File: config.mk
export PLATFORM = sky130hd
export DESIGN_NAME = usb_redriver_ctrl_status_regs
export DESIGN_NICKNAME = d
export VERILOG_FILES = /design/src/design/usb_redriver_ctrl_status_regs.v /design/src/design/pin_sync.v
export VERILOG_INCLUDE_DIRS = /design/src /design/src/pkg
export SDC_FILE = /design/constraint.sdc
export NUM_CORES = 1
export LEC_CHECK = 0
export BUFFER_PORTS_ARGS = -buffer_cell sky130_fd_sc_hd__buf_4
export CAP_MARGIN = 15
export CELL_PAD_IN_SITES_DETAIL_PLACEMENT = 0
export CELL_PAD_IN_SITES_GLOBAL_PLACEMENT = 2
export CORE_AREA = 10 10 132 104
export CTS_BUF_LIST = sky130_fd_sc_hd__clkbuf_4
export DETAILED_ROUTE_END_ITERATION = 16
export DIE_AREA = 0 0 142 114
export PLACE_DENSITY_LB_ADDON = 0.2
export SLEW_MARGIN = 20
export SYNTH_ARGS = -nofsm -noshare
export SYNTH_HDL_FRONTEND = slang
export SYNTH_SLANG_ARGS = --single-unit
File: constraint.sdc
create_clock -name clk_sys -period 3.33 [get_ports clk_sys]
set_input_delay 0.1665 -clock clk_sys [delete_from_list [all_inputs] [get_ports clk_sys]]
set_output_delay 0.1665 -clock clk_sys [all_outputs]
set_load 0.02 [all_outputs]
File: src/pkg/redriver_usb_defs.vh
// Constants for the USB path control and status register bank
`ifndef REDRIVER_USB_DEFS_VH
`define REDRIVER_USB_DEFS_VH

// Register offsets
`define ADDR_DOWN_EQ        8'h20
`define ADDR_UP_EQ          8'h21
`define ADDR_LINK_CTRL      8'h22

// Reset values
`define RST_BYTE            8'h00
`define RST_NIBBLE          4'h0
`define RST_PAIR            2'h0

// Field positions
`define EQ_HI_MSB           7
`define EQ_HI_LSB           4
`define EQ_LO_MSB           3
`define EQ_LO_LSB           0
`define BIT_COMPL_FLAG      7
`define BIT_LFPS_APPLY      6
`define BIT_LP_DEBOUNCE     5
`define BIT_LP_DETECT_OFF   4
`define PERIOD_MSB          3
`define PERIOD_LSB          2
`define COMPL_MSB           1
`define COMPL_LSB           0

// Encodings
`define PERIOD_8MS          2'h0
`define PERIOD_12MS         2'h1
`define COMPL_AUTO          2'h0
`define COMPL_FORCE_DOWN    2'h1
`define COMPL_FORCE_UP      2'h2
`define COMPL_OFF           2'h3
`define EQ_ZERO             4'h0

// Strap pin code to equalization level
`define STRAP_LVL0          4'h0
`define STRAP_LVL1          4'h5
`define STRAP_LVL2          4'ha
`define STRAP_LVL3          4'hf

// Timing
`define CLK_FREQ_MHZ        250
`define LFPS_DEBOUNCE_US    200
`define DETECT_SHORT_US     8000
`define DETECT_LONG_US      12000
// Cycle counts of the times above at 250 MHz, sized to the counters
`define LFPS_DEBOUNCE_CYCLES 16'hc350
`define DETECT_SHORT_CYCLES  22'h1e8480
`define DETECT_LONG_CYCLES   22'h2dc6c0

// Counter widths
`define DEBOUNCE_W          16
`define PERIOD_W            22

`endif

File: src/design/usb_redriver_ctrl_status_regs.v
// USB path equalization, LFPS and compliance register bank
`timescale 1ns/1ns
`include "redriver_usb_defs.vh"
module usb_redriver_ctrl_status_regs #(
  parameter [`DEBOUNCE_W-1:0] DEBOUNCE_CYCLES = `LFPS_DEBOUNCE_CYCLES,
  parameter [`PERIOD_W-1:0]   DETECT_SHORT    = `DETECT_SHORT_CYCLES,
  parameter [`PERIOD_W-1:0]   DETECT_LONG     = `DETECT_LONG_CYCLES
) (
  input  wire       clk_sys,
  input  wire       resetn,
  input  wire       clk_en,
  input  wire [7:0] reg_addr,
  input  wire       reg_wr,
  input  wire       reg_rd,
  input  wire [7:0] reg_wdata,
  output reg  [7:0] reg_rdata,
  input  wire       eq_software_override,
  input  wire [1:0] down_eq_strap_pins,
  input  wire [1:0] up_eq_strap_pins,
  input  wire       lfps_present,
  input  wire       low_power_state,
  input  wire       fsm_compliance_req,
  output reg  [3:0] first_down_rx_eq_out,
  output reg  [3:0] second_down_rx_eq_out,
  output reg  [3:0] upstream_rx_eq_out,
  output reg        compliance_active_flag,
  output reg        compliance_force_down,
  output reg        compliance_force_up,
  output reg        rx_detect_enable,
  output reg        rx_detect_tick,
  output reg        low_power_exit
);

  // Register fields
  reg  [3:0]             first_down_rx_eq;
  reg  [3:0]             second_down_rx_eq;
  reg  [3:0]             upstream_rx_eq;
  reg                    apply_a;
  reg                    low_power_exit_debounce;
  reg                    low_power_detect_off;
  reg  [1:0]             down_detect_period;
  reg  [1:0]             compliance_force_ctrl;

  // Internal state
  reg  [`DEBOUNCE_W-1:0] debounce_cnt;
  reg  [`PERIOD_W-1:0]   period_cnt;
  reg                    next_compliance;
  reg  [7:0]             next_rdata;

  wire [1:0]             down_strap_s;
  wire [1:0]             up_strap_s;
  wire                   lfps_s;
  wire [3:0]             down_strap_lvl;
  wire [3:0]             up_strap_lvl;
  wire                   wr_down;
  wire                   wr_up;
  wire                   wr_ctrl;
  wire                   lfps_zero;
  wire                   exit_window;
  wire [`PERIOD_W-1:0]   period_len;
  wire                   period_wrap;
  wire                   next_detect_en;

  // Strap levels and LFPS detect come from pins
  pin_sync #(
    .W (5)
  ) u_pin_sync (
    .clk_sys      (clk_sys),
    .resetn       (resetn),
    .clk_en       (clk_en),
    .pin_in       ({lfps_present, up_eq_strap_pins, down_eq_strap_pins}),
    .pin_sync_out ({lfps_s, up_strap_s, down_strap_s})
  );

  // Strap code to one of four levels
  function [3:0] strap_level;
    input [1:0] code;
    begin
      case (code)
        2'h0:    strap_level = `STRAP_LVL0;
        2'h1:    strap_level = `STRAP_LVL1;
        2'h2:    strap_level = `STRAP_LVL2;
        default: strap_level = `STRAP_LVL3;
      endcase
    end
  endfunction

  assign down_strap_lvl = strap_level(down_strap_s);
  assign up_strap_lvl   = strap_level(up_strap_s);

  // Write decode
  assign wr_down = reg_wr && (reg_addr == `ADDR_DOWN_EQ);
  assign wr_up   = reg_wr && (reg_addr == `ADDR_UP_EQ);
  assign wr_ctrl = reg_wr && (reg_addr == `ADDR_LINK_CTRL);

  // Equalization selects: straps track while override is clear
  always @(posedge clk_sys or negedge resetn)
  begin
    if (!resetn)
    begin
      first_down_rx_eq  <= `RST_NIBBLE;
      second_down_rx_eq <= `RST_NIBBLE;
      upstream_rx_eq    <= `RST_NIBBLE;
    end
    else if (clk_en)
    begin
      if (!eq_software_override)
      begin
        first_down_rx_eq  <= down_strap_lvl;
        second_down_rx_eq <= down_strap_lvl;
        upstream_rx_eq    <= up_strap_lvl;
      end
      else
      begin
        if (wr_down)
        begin
          second_down_rx_eq <= reg_wdata[`EQ_HI_MSB:`EQ_HI_LSB];
          first_down_rx_eq  <= reg_wdata[`EQ_LO_MSB:`EQ_LO_LSB];
        end
        if (wr_up)
          upstream_rx_eq <= reg_wdata[`EQ_LO_MSB:`EQ_LO_LSB];
      end
    end
  end

  // Link control byte, bit 7 is not writable
  always @(posedge clk_sys or negedge resetn)
  begin
    if (!resetn)
    begin
      apply_a                 <= 1'b0;
      low_power_exit_debounce <= 1'b0;
      low_power_detect_off    <= 1'b0;
      down_detect_period      <= `RST_PAIR;
      compliance_force_ctrl   <= `RST_PAIR;
    end
    else if (clk_en && wr_ctrl)
    begin
      apply_a                 <= reg_wdata[`BIT_LFPS_APPLY];
      low_power_exit_debounce <= reg_wdata[`BIT_LP_DEBOUNCE];
      low_power_detect_off    <= reg_wdata[`BIT_LP_DETECT_OFF];
      down_detect_period      <= reg_wdata[`PERIOD_MSB:`PERIOD_LSB];
      compliance_force_ctrl   <= reg_wdata[`COMPL_MSB:`COMPL_LSB];
    end
  end

  // Compliance mode source
  always @*
  begin
    case (compliance_force_ctrl)
      `COMPL_FORCE_DOWN: next_compliance = 1'b1;
      `COMPL_FORCE_UP:   next_compliance = 1'b1;
      `COMPL_OFF:        next_compliance = 1'b0;
      default:           next_compliance = fsm_compliance_req;
    endcase
  end

  // Compliance status and direction outputs
  always @(posedge clk_sys or negedge resetn)
  begin
    if (!resetn)
    begin
      compliance_active_flag <= 1'b0;
      compliance_force_down  <= 1'b0;
      compliance_force_up    <= 1'b0;
    end
    else if (clk_en)
    begin
      compliance_active_flag <= next_compliance;
      compliance_force_down  <=
        (compliance_force_ctrl == `COMPL_FORCE_DOWN);
      compliance_force_up    <=
        (compliance_force_ctrl == `COMPL_FORCE_UP);
    end
  end

  // Applied equalization, zeroed during LFPS unless enabled
  assign lfps_zero = lfps_s && !apply_a;

  always @(posedge clk_sys or negedge resetn)
  begin
    if (!resetn)
    begin
      first_down_rx_eq_out  <= `EQ_ZERO;
      second_down_rx_eq_out <= `EQ_ZERO;
      upstream_rx_eq_out    <= `EQ_ZERO;
    end
    else if (clk_en)
    begin
      first_down_rx_eq_out  <= lfps_zero ? `EQ_ZERO : first_down_rx_eq;
      second_down_rx_eq_out <= lfps_zero ? `EQ_ZERO : second_down_rx_eq;
      upstream_rx_eq_out    <= lfps_zero ? `EQ_ZERO : upstream_rx_eq;
    end
  end

  // LFPS must persist through the debounce before U2/U3 exit
  assign exit_window = low_power_state && lfps_s;

  always @(posedge clk_sys or negedge resetn)
  begin
    if (!resetn)
    begin
      debounce_cnt   <= {`DEBOUNCE_W{1'b0}};
      low_power_exit <= 1'b0;
    end
    else if (clk_en)
    begin
      if (!exit_window)
      begin
        debounce_cnt   <= {`DEBOUNCE_W{1'b0}};
        low_power_exit <= 1'b0;
      end
      else if (!low_power_exit_debounce)
        low_power_exit <= 1'b1;
      else if (debounce_cnt == DEBOUNCE_CYCLES - 1'b1)
        low_power_exit <= 1'b1;
      else
        debounce_cnt <= debounce_cnt + 1'b1;
    end
  end

  // Receiver detect period and suppression in U2/U3
  assign period_len = (down_detect_period == `PERIOD_12MS) ?
                      DETECT_LONG : DETECT_SHORT;
  assign period_wrap    = (period_cnt >= period_len - 1'b1);
  assign next_detect_en = !(low_power_state && low_power_detect_off);

  always @(posedge clk_sys or negedge resetn)
  begin
    if (!resetn)
    begin
      period_cnt       <= {`PERIOD_W{1'b0}};
      rx_detect_enable <= 1'b0;
      rx_detect_tick   <= 1'b0;
    end
    else if (clk_en)
    begin
      period_cnt       <= period_wrap ? {`PERIOD_W{1'b0}} :
                          period_cnt + 1'b1;
      rx_detect_enable <= next_detect_en;
      rx_detect_tick   <= period_wrap && next_detect_en;
    end
  end

  // Read data mux, unmapped offsets read zero
  always @*
  begin
    next_rdata = `RST_BYTE;
    case (reg_addr)
      `ADDR_DOWN_EQ:
        next_rdata = {second_down_rx_eq, first_down_rx_eq};
      `ADDR_UP_EQ:
        next_rdata = {`RST_NIBBLE, upstream_rx_eq};
      `ADDR_LINK_CTRL:
        next_rdata = {compliance_active_flag, apply_a,
                      low_power_exit_debounce, low_power_detect_off,
                      down_detect_period, compliance_force_ctrl};
      default:
        next_rdata = `RST_BYTE;
    endcase
  end

  // Read data register
  always @(posedge clk_sys or negedge resetn)
  begin
    if (!resetn)
      reg_rdata <= `RST_BYTE;
    else if (clk_en && reg_rd)
      reg_rdata <= next_rdata;
  end

endmodule

File: src/design/pin_sync.v
// Two-stage synchroniser for pin inputs
`timescale 1ns/1ns
module pin_sync #(
  parameter W = 1
) (
  input  wire         clk_sys,
  input  wire         resetn,
  input  wire         clk_en,
  input  wire [W-1:0] pin_in,
  output reg  [W-1:0] pin_sync_out
);

  reg [W-1:0] stage1;

  // First stage feeds only the second
  always @(posedge clk_sys or negedge resetn)
  begin
    if (!resetn)
    begin
      stage1       <= {W{1'b0}};
      pin_sync_out <= {W{1'b0}};
    end
    else if (clk_en)
    begin
      stage1       <= pin_in;
      pin_sync_out <= stage1;
    end
  end

endmodule

==> results of run 1 <==
## cells by family after synthesis
family | Yosys count | synth area share
and+or+nand+nor | 157 | 0.183
DFF | 93 | 0.506
AOI/OAI and AO/OA | 90 | 0.134
buffers and inverters | 33 | 0.0294
xor gates and xnor gates | 32 | 0.0609
muxes | 23 | 0.0571
adders and majority gates | 11 | 0.0299
## per-stage QoR
step	total power [W]	cell area, µm²	std cells	setup slack [ns]
detailed placement	0.00172	5180	627	0.596
finish	0.00235	5470	658	0.588
global route	0.00248	5470	658	0.373
floorplan	0.00154	4600	439	1.04
CTS	0.00238	5470	658	0.563
global placement	0.00171	5180	627	0.678
## area by class of cell
cell class	count	share of cell area
Inverter	12	0.00824
Multi-Input combinational cell	313	0.391
Clock inverter	6	0.0114
Clock buffer	10	0.0137
Tap cell	144	0.0330
Sequential cell	93	0.426
Timing Repair Buffer	80	0.117
## worst max-delay path, delay by kind of cell (launching register included)
kind / cells / cell delay [ns]
adder cells (fa/ha/maj): 1 / 0.31
flip-flops: 1 / 0.42
buffers and inverters: 3 / 0.57
AO/OA/AOI/OAI: 1 / 0.48
AND/OR/NAND/NOR: 4 / 0.84
## cell usage in the layout, fill, tap and decap left out, types with 7 or more instances in the layout
master	Yosys	layout
nand4_1	7	7
mux2i_1	9	9
xor2_1	15	15
nand3_1	20	20
dfrtp_1	93	93
inv_1	11	11
ha_1	11	11
clkbuf_4	0	10
a21oi_1	20	20
xnor2_1	17	17
o21ai_0	14	14
mux2_2	10	10
a22o_1	18	18
nor2_1	26	26
dlygate4sd3_1	0	15
nor3_1	25	25
buf_4	1	65
o22ai_1	16	16
nor4_1	7	7
nand2_1	40	40
## per-layer routing
layer  wire, µm  vias to the layer above  part of all wire
li1           -                     1746                 -
met1       5940                     1771              0.51
met2       5000                       77              0.43
met3        625                       10             0.054
met4        115                        0            0.0098
met5          0                        -                 0
## power breakdown
group / internal, W / leakage [nW] / total, W / switching, W
Clock: 0.000237 / 0.0704 / 0.000637 / 0.000400
Sequential: 0.00123 / 1.19 / 0.00133 / 0.0000989
Combinational: 0.000179 / 1.15 / 0.000382 / 0.000203
## flip-flops by register name, summed over array words and instances, names as in the netlist, 4 cells and up
| register | count |
|---|---|
| debounce_cnt | 16 |
| first_down_rx_eq | 4 |
| first_down_rx_eq_out | 4 |
| period_cnt | 22 |
| reg_rdata | 8 |
| second_down_rx_eq | 4 |
| second_down_rx_eq_out | 4 |
| u_pin_sync.pin_sync_out | 5 |
| u_pin_sync.stage1 | 5 |
| upstream_rx_eq | 4 |
| upstream_rx_eq_out | 4 |
## what timing repair did
item,4_1_cts,5_1_grt
hold buffers,15,0
setup buffers,0,0
hold endpoints to repair,64,0
## worst min-delay path by stage
| stage | endpoint | slack [ns] | cells past startpoint |
|---|---|---|---|
| 2_1_floorplan | apply_a | -0.13 | 0 |
| 3_3_place_gp | reg_rdata[3] | 0.22 | 1 |
| 3_5_place_dp | reg_rdata[3] | 0.22 | 1 |
| 4_1_cts | second_down_rx_eq[3] | 0.02 | 3 |
| 5_1_grt | second_down_rx_eq[3] | 0.03 | 3 |
| 6_report | second_down_rx_eq[3] | 0.04 | 3 |
==> qor.yml, run 1 <==
run_status:
  status: "completed"
setup_path:
  critPathCapture: "period_cnt[3]"
  crit_path_frequent_cell: "buf_4"
  rr_endpoint: "period_cnt[3]"
  startpoint: "down_detect_period[1]"
  r2r_slack_ns: 0.59
  cp.required_ns: 3.67
  max_stage_delay_ns: 0.55
  r2r_cells: 9
  cp-start-kind: "flop"
  worstPathMaxFanout: 15
  critPathSlowestCell: "or4_1"
  crit_type: "flop to flop"
  critPathCaptureType: "flop"
  cp.arrival_ns: 3.08
  rr_startpoint: "down_detect_period[1]"
  worstPathCellList: "nor2b_1 -> buf_4 -> inv_1 -> ha_1 -> nand4b_1 -> or4_1 -> a211oi_2 -> buf_4 -> nor3_1"
logic_synthesis:
  synth_nets: 479
  synth_ff_type: "dfrtp_1"
  ys_types: 52
  syn_avg_cell_area_um2: 10.5
  synth_edf_count: 0
  yosys.cell_count.top_type: "dfrtp_1"
  netlist_instances: 439
  ys_async_sr_fraction: 1.00
  synth-seq-area-share: 0.506
  synthTopCellsByArea: "dfrtp_1, a22o_1, nand2_1"
  yosysTopAreaCellShare: 0.506
  ys_seq_elements: 93
  yosysWarnings: 0
  synth_commonest_cells: "dfrtp_1, nand2_1, nor2_1"
  yosysTopAreaCell: "dfrtp_1"
  syn-cell-area_mm2: 0.00460
layout:
  synthToLayoutAreaGrowth_pct: 18.8
  diodes: 0
  fin_util: 0.487
  area.sequential_mm2: 0.00233
  fillerInstances: 1051
  multi_input_area_mm2: 0.00214
  layout.nets: 549
  drive_gt1_frac: 0.204
timing:
  skew_ns: 0.0118
  finalMaxSlewViolations: 0
  fmax_ghz: 0.365
  slew_headroom: 0.378
  final_hold_viol_count: 0
  setup_viol_count_final: 0
  holdWs_ns: 0.0434
  fin_setup_tns_ns: 0
  fin_crit_sh: 0.823
  rsz0062_at_grt: "no"
  worst_pin_slew_ns: 0.924
  period_minus_slack_ns: 2.74
cts:
  cts.repair.resized: 0
  clk-insertion-delay-late_ns: 0.45
  clkTransAtPathRegs_ns: 0.15
  clockBufferDepth: 2
  ctsHtreeMaxLevel: 3
  cts_buffers: 9
  cts-root-buf: "clkbuf_4"
  cts_sinks: 93
  cts_tree: "yes"
floorplanning:
  fp.dieH_um: 114
  die-area_mm2: 0.0162
  die_w_um: 142
  core-area_mm2: 0.0112
  num_io_pins: 55
  placementRows: 34
  start_util: 0.410
pwr:
  ir_worst_vdd_v: 0.000255
  p_leak_nw: 2.41
  powerDensity_mw_per_mm2: 429
drt:
  num_vias: 3604
  wire_per_inst_um: 17.8
  wl_um: 11700
  drtIter0Drc: 228
  drcViolationCount: 0
  avgViaCountPerCell: 5.48
  first_pass_iters: 6
  drtAntennaViolNets: 0
min_path:
  hold_class: "input port to flop"
  hp-start: "reg_wdata[7]"
global_routing:
  grt_max_degree: 49
  grt_overflow: 0
  gr-usage-met1: 0.220
  gr-usage-met2: 0.213
  grt_pass1_vias: 3703
  grt_pass1_wl_um: 19800
  grt_antenna_before_repair: 0
  gr-usage-all-layers: 0.150
  gr-usage-met3: 0.0403
  busiest_layer: "met1"
placement:
  gp_congestion: 0.837
  dp_hpwl_um: 8560
  numPortBuffers: 54
job:
  cap_viol_max_count: 0
No activity file was read; power rests on OpenSTA's default activity.
==> run 2, diff against run 1 <==
--- a/config.mk
+++ b/config.mk
@@ -10,10 +10,10 @@
 export CAP_MARGIN = 15
 export CELL_PAD_IN_SITES_DETAIL_PLACEMENT = 0
 export CELL_PAD_IN_SITES_GLOBAL_PLACEMENT = 2
-export CORE_AREA = 10 10 132 104
+export CORE_AREA = 10 10 137 108
 export CTS_BUF_LIST = sky130_fd_sc_hd__clkbuf_4
 export DETAILED_ROUTE_END_ITERATION = 16
-export DIE_AREA = 0 0 142 114
+export DIE_AREA = 0 0 147 118
 export PLACE_DENSITY_LB_ADDON = 0.2
 export SLEW_MARGIN = 20
 export SYNTH_ARGS = -nofsm -noshare
==> constraint.sdc (replaced) <==
create_clock -name clk_sys -period 2.7 [get_ports clk_sys]
set_input_delay 0.135 -clock clk_sys [delete_from_list [all_inputs] [get_ports clk_sys]]
set_output_delay 0.135 -clock clk_sys [all_outputs]
set_load 0.02 [all_outputs]
==> run 2 against run 1 <==
  * Combinational power rose by 25%
  * Sequential power rose by 23%
  * Register-to-register slack got worse by 0.26 ns
  * Sequential cell count did not move
  * Design area rose by 2.3%
  * First-iteration DRC count fell by 11%
  * Wire length rose by 4.1%
  * Setup slack got worse by 0.26 ns
  * Count of clock-buffer cells in the layout did not move
  * Largest cell class unchanged
  * Largest power group unchanged
==> qor.yml, run 2 (same netlist as run 1, synthesis figures left out) <==
timing:
  setup_viol_count_final: 0  # unchanged
  skew_ns: 0.0242  # +0.0124 ns
  rsz0062_at_grt: "no"
  final_hold_viol_count: 0  # unchanged
  fin_crit_sh: 0.880  # +0.0567
  slew_headroom: 0.527  # +0.149
  fmax_ghz: 0.421  # +15%
  finalMaxSlewViolations: 0  # unchanged
  worst_pin_slew_ns: 0.704  # -0.220 ns
  fin_setup_tns_ns: 0  # unchanged
  period_minus_slack_ns: 2.38  # -0.366 ns
  setup_slack_ns: 0.324  # -0.264 ns
layout:
  area.sequential_mm2: 0.00233  # unchanged
  drive_gt1_frac: 0.210  # +0.00574
  layout.nets: 554  # +0.91%
  diodes: 0  # unchanged
  final_cell_mix: "dfrtp_1, buf_4, nand2_1, nor2_1, nor3_1"
  multi_input_area_mm2: 0.00214  # unchanged
  largest_reg_flops: 22  # unchanged
  largest_register: "period_cnt"
  final_common_cell: "dfrtp_1"
  reg_top3: "period_cnt (22), debounce_cnt (16), reg_rdata (8)"
  fillerInstances: 1145  # +8.9%
  synthToLayoutAreaGrowth_pct: 21.6
drt:
  drtIter0Drc: 203  # -11%
  drtAntennaViolNets: 0  # unchanged
  drcViolationCount: 0  # unchanged
  wire_per_inst_um: 17.7  # about the same
  first_pass_iters: 4  # -2
  num_vias: 3612  # +0.22%
  avgViaCountPerCell: 5.27  # -3.7%
  wl_um: 12200  # +4.1%
cts:
  clkTransAtPathRegs_ns: 0.15  # about the same
  cts_tree: "yes"
  cts.repair.resized: 0  # unchanged
  hold_buffers: 17  # +2
  cts_sinks: 93  # unchanged
  cts-root-buf: "clkbuf_4"
  post_cts_buffers: 0  # unchanged
  clk-insertion-delay-late_ns: 0.45  # about the same
  cts_buffers: 9  # unchanged
  ctsHtreeMaxLevel: 3  # unchanged
  clockBufferDepth: 2  # unchanged
global_routing:
  gr-usage-all-layers: 0.143  # -0.00747
  grt_max_degree: 42  # -14%
  grt_antenna_before_repair: 0  # unchanged
  grt_pass1_vias: 3763  # +1.6%
  grt_pass1_wl_um: 20300  # +2.4%
  grt_overflow: 0  # unchanged
floorplanning:
  start_util: 0.382  # -0.0276
  die-area_mm2: 0.0173  # +7.2%
  placementRows: 35  # +2.9%
  fp.dieH_um: 118  # +3.5%
  core-area_mm2: 0.0120  # +7.2%
  die_w_um: 147  # +3.5%
  num_io_pins: 55  # unchanged
min_path:
  hp-start: "low_power_state"
  hold_class: "input port to flop"
  worstHoldPathCells: 3  # unchanged
  worstHoldEndpoint: "debounce_cnt[1]"
job:
  cap_viol_max_count: 0  # unchanged
setup_path:
  rr_endpoint: "period_cnt[3]"
  cp.required_ns: 3.03  # -0.64 ns
  critPathCaptureType: "flop"
  worstPathMaxFanout: 12  # -3
  max_stage_delay_ns: 0.55  # about the same
  critPathSlowestCell: "or4_1"
  worstPathCellList: "nor2b_1 -> inv_1 -> ha_1 -> nand4b_1 -> or4_1 -> a211oi_2 -> buf_4 -> nor3_1"
  rr_startpoint: "down_detect_period[1]"
  r2r_cells: 8  # -1
  cp.arrival_ns: 2.70  # -0.38 ns
  cp-start-kind: "flop"
  crit_type: "flop to flop"
  r2r_slack_ns: 0.32  # -0.26 ns
  crit_family: "simple AND/OR/NAND/NOR gates"
  path_buf_inv: 2  # -1
pwr:
  powerDensity_mw_per_mm2: 557  # +30%
  p_leak_nw: 2.47  # +2.4%
  ir_worst_vdd_v: 0.000347  # +36%
placement:
  gp_congestion: 0.832  # -0.63%
  dp_hpwl_um: 8850  # +3.3%
  pre_cts_ws_ns: 0.368  # -0.228 ns
  numPortBuffers: 54  # unchanged
run_status:
  status: "completed"
==> run 2: cell count changes in the layout (fill, tap and decap cells not counted) <==
| cell | before | now |
|---|---|---|
| clkinv_1 | 2 | 1 |
| bufinv_16 | 1 | 3 |
| clkinv_4 | 0 | 1 |
| clkinvlp_4 | 2 | 0 |
| buf_4 | 65 | 68 |
| clkinv_2 | 1 | 0 |
| dlygate4sd3_1 | 15 | 17 |
| inv_8 | 0 | 1 |
==> run 2: stage by stage <==
stage	hold slack [ns]	area [µm²]	util	power, W	std cells
after floorplan	-0.161	4600	-	0.00190	439
after global placement	0.158	5230	0.434	0.00212	652
after detailed placement	0.161	5230	0.434	0.00213	652
after CTS	0.00333	5590	0.465	0.00316	685
after global routing	0.0308	5590	0.465	0.00327	685
final	0.0428	5590	0.465	0.00311	685
==> run 2: final cells by class <==
class / count / share of cell area
Sequential cell: 93 / 0.416
Multi-Input combinational cell: 313 / 0.382
Timing Repair Buffer: 85 / 0.122
Tap cell: 166 / 0.0371
Clock inverter: 6 / 0.0212
Clock buffer: 10 / 0.0134
Inverter: 12 / 0.00805
==> run 2: layer usage <==
metal	GRT usage	up-vias	wire, µm
li1	-	1748	-
met1	0.207	1787	6290
met2	0.203	62	5190
met3	0.0373	15	459
met4	0.0414	0	216
met5	0	-	0
==> run 2: worst register-to-register path, delay by kind of cell (launching register included) <==
family	cells	cell delay, ns
AO/OA/AOI/OAI	1	0.28
buffers and inverters	2	0.37
flip-flops	1	0.42
adder cells (fa/ha/maj)	1	0.32
AND/OR/NAND/NOR	4	0.87
==> run 2: power by group <==
| part | switching (W) | internal (W) | leakage, nW |
|---|---|---|---|
| logic | 0.000255 | 0.000222 | 1.18 |
| registers | 0.000121 | 0.00152 | 1.19 |
| clock network | 0.000507 | 0.000491 | 0.103 |
==> run 2: worst max-delay path by stage <==
stage                     startpoint             end  depth (start not counted)
2_1_floorplan  down_detect_period[1]  period_cnt[11]                          9
3_3_place_gp   down_detect_period[1]   period_cnt[9]                          8
3_5_place_dp   down_detect_period[1]   period_cnt[3]                          8
4_1_cts        down_detect_period[1]   period_cnt[3]                          8
5_1_grt        down_detect_period[0]   period_cnt[3]                          8
6_report       down_detect_period[1]   period_cnt[3]                          8
